===== src/hw/hsis_pkg.sv =====
// shared constants and types of the host serial interface select and spi slave
package hsis_pkg;

	// ------------------------------------------------------------
	// frame layout
	// ------------------------------------------------------------
	localparam int HSIS_BYTE_BITS = 8;
	localparam int HSIS_INDEX_BITS = 7;
	localparam logic [2:0] HSIS_BIT_FIRST = 3'h0;
	localparam logic [2:0] HSIS_BIT_LAST = 3'h7;
	localparam logic [2:0] HSIS_BIT_STEP = 3'h1;
	localparam logic HSIS_DIR_READ = 1'h1;
	localparam logic [6:0] HSIS_INDEX_STEP = 7'h01;
	localparam logic [6:0] HSIS_INDEX_RESET = 7'h00;
	localparam logic [7:0] HSIS_BYTE_RESET = 8'h00;

	// ------------------------------------------------------------
	// types
	// ------------------------------------------------------------
	typedef enum logic [1:0] {
		HSIS_IDLE,
		HSIS_CONTROL,
		HSIS_WRITE_DATA,
		HSIS_READ_DATA
	} hsis_phase_type;

	// request towards the register file of the device
	typedef struct packed {
		logic read;
		logic write;
		logic [6:0] index;
		logic [7:0] wdata;
	} hsis_reg_req_type;

	typedef struct packed {
		logic sel_s1;
		logic sel_s2;
		logic sel_d;
		logic sck_s1;
		logic sck_s2;
		logic sck_d;
		logic sdi_s1;
		logic sdi_s2;
		logic spi_latched;
		logic mode11;
		hsis_phase_type phase;
		logic [2:0] bit_cnt;
		logic [7:0] shift;
		logic load_pending;
		logic out_bit;
		logic drive_4w;
		logic drive_3w;
		hsis_reg_req_type req;
	} hsis_state_type;

	// select idles high, and the clock idles high in mode 11, so their syncs start high to avoid a false edge
	localparam hsis_state_type HSIS_STATE_RESET = '{
		sel_s1: 1'h1,
		sel_s2: 1'h1,
		sel_d: 1'h1,
		sck_s1: 1'h1,
		sck_s2: 1'h1,
		sck_d: 1'h1,
		sdi_s1: 1'h0,
		sdi_s2: 1'h0,
		spi_latched: 1'h0,
		mode11: 1'h0,
		phase: HSIS_IDLE,
		bit_cnt: HSIS_BIT_FIRST,
		shift: HSIS_BYTE_RESET,
		load_pending: 1'h0,
		out_bit: 1'h0,
		drive_4w: 1'h0,
		drive_3w: 1'h0,
		req: '{read: 1'h0, write: 1'h0, index: HSIS_INDEX_RESET, wdata: HSIS_BYTE_RESET}
	};

endpackage : hsis_pkg


===== src/hw/hsis_spi.sv =====
// host interface protocol select and oversampled spi slave
//
// How it works
// - after reset the two-wire bus is used
// - select rising edge latches spi until reset
// - nonvolatile lock bit forces spi permanently
// - modes 00 and 11 picked at select fall
// - four-wire default, three-wire when bit set
// - three-wire returns read data on data pin
// - single access is control byte plus data
// - multi-byte reads and writes per select
// - select low frames a transaction, master clocks
// - change on falling clock, sample on rising
// - serial output stays released during writes
// - first bit direction, then seven index bits
// - data byte written or returned from index
// - reads continue with incremented index
`timescale 1ns/1ps
`default_nettype none

module hsis_spi
	import hsis_pkg::*;
(
	input wire logic clock,
	input wire logic rst_b,
	input wire logic select_low_pin,
	input wire logic serial_clock_pin,
	input wire logic serial_data_pin_in,
	output logic serial_data_pin_out,
	output logic serial_data_pin_oe,
	output logic serial_out_pin_out,
	output logic serial_out_pin_oe,
	input wire logic nonvolatile_config_spi_lock,
	input wire logic three_wire_select,
	output logic spi_selected,
	output logic mode11_detected,
	output hsis_reg_req_type reg_req,
	input wire logic [7:0] reg_rdata
);

	hsis_state_type s;
	hsis_state_type next_s;

	// ------------------------------------------------------------
	// next state
	// ------------------------------------------------------------
	always_comb begin
		logic sel_fall;
		logic sel_rise;
		logic sck_rise;
		logic sck_fall;
		logic spi_on;
		logic [7:0] rx;
		sel_fall = 1'h0;
		sel_rise = 1'h0;
		sck_rise = 1'h0;
		sck_fall = 1'h0;
		spi_on = 1'h0;
		rx = HSIS_BYTE_RESET;
		next_s = s;

		// pins cross into the clock domain through two flops
		next_s.sel_s1 = select_low_pin;
		next_s.sel_s2 = s.sel_s1;
		next_s.sel_d = s.sel_s2;
		next_s.sck_s1 = serial_clock_pin;
		next_s.sck_s2 = s.sck_s1;
		next_s.sck_d = s.sck_s2;
		next_s.sdi_s1 = serial_data_pin_in;
		next_s.sdi_s2 = s.sdi_s1;

		sel_fall = s.sel_d & ~s.sel_s2;
		sel_rise = ~s.sel_d & s.sel_s2;
		sck_rise = ~s.sck_d & s.sck_s2;
		sck_fall = s.sck_d & ~s.sck_s2;
		rx = {s.shift[6:0], s.sdi_s2};

		spi_on = s.spi_latched | nonvolatile_config_spi_lock;
		if (sel_rise) begin
			next_s.spi_latched = 1'h1;
		end

		next_s.req.read = 1'h0;
		next_s.req.write = 1'h0;
		// index moves on only after the write strobe has used it
		if (s.req.write) begin
			next_s.req.index = s.req.index + HSIS_INDEX_STEP;
		end
		// register file answers in the same cycle as the read strobe
		if (s.load_pending) begin
			next_s.shift = reg_rdata;
			next_s.load_pending = 1'h0;
		end

		case (s.phase)
			HSIS_IDLE: begin
				// the frame that first selects spi is not served
				if (sel_fall && spi_on) begin
					next_s.phase = HSIS_CONTROL;
					next_s.bit_cnt = HSIS_BIT_FIRST;
					next_s.mode11 = s.sck_s2;
				end
			end
			HSIS_CONTROL: begin
				if (sck_rise) begin
					next_s.shift = rx;
					next_s.bit_cnt = s.bit_cnt + HSIS_BIT_STEP;
					if (s.bit_cnt == HSIS_BIT_LAST) begin
						next_s.req.index = rx[6:0];
						if (rx[7] == HSIS_DIR_READ) begin
							next_s.phase = HSIS_READ_DATA;
							next_s.req.read = 1'h1;
							next_s.load_pending = 1'h1;
						end else begin
							next_s.phase = HSIS_WRITE_DATA;
						end
					end
				end
			end
			HSIS_WRITE_DATA: begin
				if (sck_rise) begin
					next_s.shift = rx;
					next_s.bit_cnt = s.bit_cnt + HSIS_BIT_STEP;
					if (s.bit_cnt == HSIS_BIT_LAST) begin
						next_s.req.write = 1'h1;
						next_s.req.wdata = rx;
					end
				end
			end
			HSIS_READ_DATA: begin
				if (sck_fall) begin
					next_s.out_bit = s.shift[7];
					next_s.shift = {s.shift[6:0], 1'h0};
					next_s.drive_4w = ~three_wire_select;
					next_s.drive_3w = three_wire_select;
				end
				if (sck_rise) begin
					next_s.bit_cnt = s.bit_cnt + HSIS_BIT_STEP;
					if (s.bit_cnt == HSIS_BIT_LAST) begin
						next_s.req.index = s.req.index + HSIS_INDEX_STEP;
						next_s.req.read = 1'h1;
						next_s.load_pending = 1'h1;
					end
				end
			end
			default: begin
				next_s.phase = HSIS_IDLE;
			end
		endcase

		// end of frame wins over any bit in flight
		if (sel_rise && s.phase != HSIS_IDLE) begin
			next_s.phase = HSIS_IDLE;
			next_s.bit_cnt = HSIS_BIT_FIRST;
			next_s.drive_4w = 1'h0;
			next_s.drive_3w = 1'h0;
			next_s.load_pending = 1'h0;
		end
		// writes never drive either data pin
		if (s.phase != HSIS_READ_DATA) begin
			next_s.drive_4w = 1'h0;
			next_s.drive_3w = 1'h0;
		end
	end

	// ------------------------------------------------------------
	// state register
	// ------------------------------------------------------------
	always_ff @(posedge clock or negedge rst_b) begin
		if (!rst_b) begin
			s <= HSIS_STATE_RESET;
		end else begin
			s <= next_s;
		end
	end

	// ------------------------------------------------------------
	// outputs
	// ------------------------------------------------------------
	assign serial_out_pin_out = s.out_bit;
	assign serial_out_pin_oe = s.drive_4w;
	assign serial_data_pin_out = s.out_bit;
	assign serial_data_pin_oe = s.drive_3w;
	assign spi_selected = s.spi_latched | nonvolatile_config_spi_lock;
	assign mode11_detected = s.mode11;
	assign reg_req = s.req;

endmodule : hsis_spi

`default_nettype wire


===== config.mk =====
export PLATFORM = sky130hd
export DESIGN_NAME = hsis_spi
export DESIGN_NICKNAME = d
export VERILOG_FILES = /design/src/hw/hsis_pkg.sv /design/src/hw/hsis_spi.sv
export SDC_FILE = /design/constraint.sdc
export NUM_CORES = 1
export LEC_CHECK = 0
export BUFFER_PORTS_ARGS = -buffer_cell sky130_fd_sc_hd__buf_2
export CAP_MARGIN = 25
export CELL_PAD_IN_SITES_DETAIL_PLACEMENT = 0
export CELL_PAD_IN_SITES_GLOBAL_PLACEMENT = 2
export CORE_ASPECT_RATIO = 0.8
export CORE_MARGIN = 2
export CORE_UTILIZATION = 32
export DETAILED_ROUTE_END_ITERATION = 10
export PLACE_DENSITY_LB_ADDON = 0.05
export SLEW_MARGIN = 0
export SYNTH_ARGS = -nofsm -noshare
export SYNTH_HDL_FRONTEND = slang
export SYNTH_SLANG_ARGS = --single-unit

===== constraint.sdc =====
create_clock -name clock -period 1.4 [get_ports clock]
set_input_delay 0.28 -clock clock [delete_from_list [all_inputs] [get_ports clock]]
set_output_delay 0.28 -clock clock [all_outputs]
set_load 0.02 [all_outputs]

== Word-level counts from Yosys, hierarchy flattened ==
Cells that the tools add are included.
Storage, ports and cells
  flip-flop bits (word level): 44
  input bits: 15
  output and inout bits: 23
Operators by class
  add/sub/neg operators: 2
  equal/unequal tests: 10
  mux-type cells: 35
  bitwise logic cells: 10
  reduce and logical (&&, ||, !) cells: 13
Operator list (count)
  $mux 7: 5
  $pmux 8 s3: 1
  $ne 3x3->1 const B: 5
  $mux 14: 1
  $pmux 7 s2: 1
  $mux 1: 12
  $pmux 3 s4: 1
  $mux 11: 1
  $mux 2: 5
  $mux 5: 2
  $mux 9: 1
  $reduce_bool 3->1: 3
  $mux 8: 1
  $reduce_and 4->1: 2
  $add 7x1->7 const B: 1
  $reduce_and 2->1: 3
  $not 1->1: 5
  $and 1x1->1: 4
  $eq 2x2->1 const B: 2
  $pmux 1 s2: 2
  $pmux 2 s2: 1
  $add 3x1->3 const B: 1
  $eq 3x3->1 const B: 1
  $mux 3: 1
  7 further kinds: 8

== Longest topological paths before layout ==
  depth after elaboration: 6
  depth in mapped cells: 7
  mapped depth without buffers: 6

== Worst setup path before layout ==
Ideal clock, no wire load.
  path kind: register to register
  from: reg s[29] (netlist bit)
  to: reg s (netlist bit reg_req[11])
  setup time: 0.124 ns
  arrival: 1.463 ns
  required time: 1.276 ns
  path slack: -0.187 ns
  stages on the path, launching flop included: 8
  path buffers: 1
  clock period less this slack: 1.587 ns
  cell sequence: dfrtp_1 > ha_1 > ha_1 > and4b_1 > buf_2 > nand2b_2 > o22ai_1 > a211o_1
RTL lines
  start, declared: RTL line hsis_spi.sv:41  | hsis_state_type s;
  start signal, assigned: RTL line hsis_spi.sv:173  | s <= next_s;

== Final worst setup path ==
  from: reg s[30] (netlist bit)
  to: reg s (netlist bit reg_req[4])
On the way
  cells in the longest elaborated chain, start to end: 2
Ends and longest elaborated chain
  $eq 3x3->1: RTL line hsis_spi.sv:124  | if (s.bit_cnt == HSIS_BIT_LAST) begin
  $reduce_and 3->1 (no line)
Every way passes these cells.
A chain may end at the register's enable or synchronous reset.

==> results.py <==
metrics = {
    "status": {
        "status": "complete, but fails checks",
        "failed_checks": "negative setup slack",
    },
    "synth": {
        "syn_nets": 218,
        "synth_area_leaders": "dfrtp_1, mux2i_1, dfstp_2",
        "syn-cell-area_sq_um": 2230,
        "synth_edf_count": 0,
        "muxShareOfSynthArea_pct": 15.2,
        "syn_inst": 200,
        "ys.warnings.count": 0,
        "ys_ff_latch": 44,
        "synth_top_cell_by_area": "dfrtp_1",
        "synth_top_family_by_area": "simple AND/OR/NAND/NOR gates",
        "synth_top_cell_area_share_pct": 42.7,
        "syn_avg_cell_area_sq_um": 11.1,
        "ys_async_sr_fraction_pct": 100,
        "synth_simple_gate_area_share_pct": 15.2,
        "synth.distinct_cells": 40,
        "yosysMostFrequentCell": "dfrtp_1",
        "ys.flop_type": "dfrtp_1",
        "synth-compound-area-share_pct": 8.14,
        "yosys-top-cells-count": "dfrtp_1, buf_4, mux2i_1",
        "synthXorXnorAreaFrac_pct": 1.57,
        "synth_fa_ha_area_share_pct": 1.68,
        "seq_area_frac_synth_pct": 49.7,
    },
    "route": {
        "drc": 0,
        "drtPass1Iterations": 4,
        "drtIter0Drc": 69,
        "wire_per_inst_microns": 15.8,
        "antenna_left": 0,
        "vias_per_cell": 4.87,
        "vias": 1710,
        "wl_microns": 5540,
    },
    "sta": {
        "fin_ws_ns": -0.314,
        "hold_viol": 0,
        "fmax_mhz": 584,
        "setup_tns_ns": -4.29,
        "period_needed_ns": 1.71,
        "worstMarginPinSlew_ns": 0.306,
        "fin_crit_sh_pct": 122,
        "drv_slew": 0,
        "grt_setup_unrepaired": "yes",
        "max_slew_margin_pct": 79.0,
        "skew_ns": 0.00575,
        "setup_viol": 25,
    },
    "global_route": {
        "grtUsageMet1_pct": 18.6,
        "grt_usage_pct": 15.2,
        "grt_busiest_layer": "met2",
        "gr-usage-met3_pct": 3.29,
        "met2_usage_pct": 26.3,
        "antenna_found_initial": 0,
        "grt_max_degree": 45,
        "grt_pass1_vias": 1887,
        "overflow": 0,
        "grt_pass1_wl_microns": 9160,
    },
    "final_layout": {
        "n_antenna_cell": 0,
        "fin_nets": 281,
        "final_core_util_pct": 44.4,
        "area_growth_pct": 35.9,
        "drive_gt1_share_pct": 50.8,
    },
    "clock_tree": {
        "cts-root-buf": "clkbuf_8",
        "clk_latency_ns": 0.30,
        "clockBufferDepth": 2,
        "htree_levels": 2,
        "cts_tree": "done",
        "cts_sinks": 44,
        "cts_buffers": 5,
        "clk_transition_reported_paths_ns": 0.09,
    },
    "setup_path": {
        "r2r_cells": 6,
        "crit_type": "flip-flop to flip-flop",
        "worst-endpoint-required_ns": 1.59,
        "startpoint_type": "flip-flop",
        "r2r_slack_ns": -0.31,
        "endpoint_kind": "flip-flop",
        "path_max_fanout": 4,
        "critical_path_arrival_ns": 1.90,
    },
    "placed_design": {
        "dp_slack_ns": -0.372,
        "gp_congestion": 0.746,
        "place_hpwl_microns": 3800,
        "io_buffers": 37,
    },
    "pwr": {
        "powerDensity_nw_per_um2": 904,
        "ir_drop_uv": 495,
        "fin_total_pwr_mw": 2.74,
        "cellLeakagePower_nw": 1.41,
    },
    "job": {
        "drv_cap": 0,
    },
    "die": {
        "num_io_pins": 38,
        "core_area_sq_um": 6820,
        "dieArea_sq_um": 7650,
        "die_w_microns": 97.3,
        "start_util_pct": 32.7,
        "die_h_microns": 78.6,
        "placementRows": 27,
    },
    "worst_hold_path": {
        "hold_depth": 1,
        "hp-class": "input port to flip-flop",
    },
}
-- sequential cells by signal, summed over array words and instances, names as in the netlist --
register / count
s: 18
reg_req: 17
next_s: 5
mode11_detected: 1
serial_data_pin_oe: 1
serial_data_pin_out: 1
serial_out_pin_oe: 1
-- cells by family (layout without fill, tap and decap cells) --
family | after synthesis | after routing
compound gates | 23 | 23
fa+ha+maj | 3 | 3
xor+xnor | 4 | 4
flops | 44 | 44
mux | 32 | 32
buf+inv | 29 | 93
simple gates | 65 | 65
-- critical path, stage by stage (launching register included) --
cell	delay, ns
dfrtp_1	0.38
ha_2	0.20
ha_4	0.13
nand3b_1	0.12
nor3b_2	0.26
buf_4	0.21
mux2_4	0.30
-- power breakdown --
part	switching (mW)	internal, mW
registers	0.0651	1.34
clock network	0.453	0.404
logic	0.226	0.255
-- placed cells by master, fill, tap and decap left out, types with 3 or more instances in the layout --
master    Yosys  layout
dfstp_2       6       6
nor2_4        0       3
o22ai_1       5       5
nor2_1       15      10
buf_4        20      37
clkbuf_8      0       6
mux2i_1      20      19
nand2_1      17      16
buf_6         0       8
dfrtp_1      38      36
nand3_1       5       3
nand2b_1      5       5
nand4_1       5       5
nor2b_1       3       3
mux2_4        0      10
nand2b_4      0       3
buf_2         5      36
-- path summary, 6_finish.rpt --
| check | startpoint | to |
|---|---|---|
| worst min register to register | next_s[36] | s[36] |
| max in group asynchronous | rst_b | s[41] |
| min in group asynchronous | rst_b | serial_data_pin_out |
| worst max register to register | s[30] | reg_req[4] |
| worst max-delay path | s[30] | reg_req[4] |
| worst min-delay path | serial_clock_pin | next_s[39] |
-- metal layers --
metal  wire length [microns]  up-vias
met5                       0        -
met4                     131        0
met3                     179       12
met2                    2700       44
met1                    2530      838
li1                        -      816
-- layout make-up --
cell class / instances / area [sq um]
clock buffers: 6 / 82.6
clock inverters: 2 / 13.8
fillers: 659 / 3790
inverters: 1 / 3.75
multi-input cells: 127 / 1110
flip-flops and latches: 44 / 1110
well taps: 87 / 109
repair buffers: 84 / 598
-- metrics by stage --
step                cell area, sq um  cells  hold slack, ns
global route                    3030    351          0.0520
floorplan                       2240    200         -0.0156
finish                          3030    351          0.0695
CTS                             2930    349          0.0602
global placement                2590    328           0.273
detailed placement              2590    328           0.280
-- repair_timing --
item                                    in CTS  in global routing
buffers inserted                            11                  4
pin swaps                                    8                 10
hold buffers                                 1                  0
endpoints found under the setup margin      32                 37
hold endpoints to repair                    38                  0
gates cloned                                 1                  0
resized for setup                           33                 23
(Power assumes the default switching activity.)
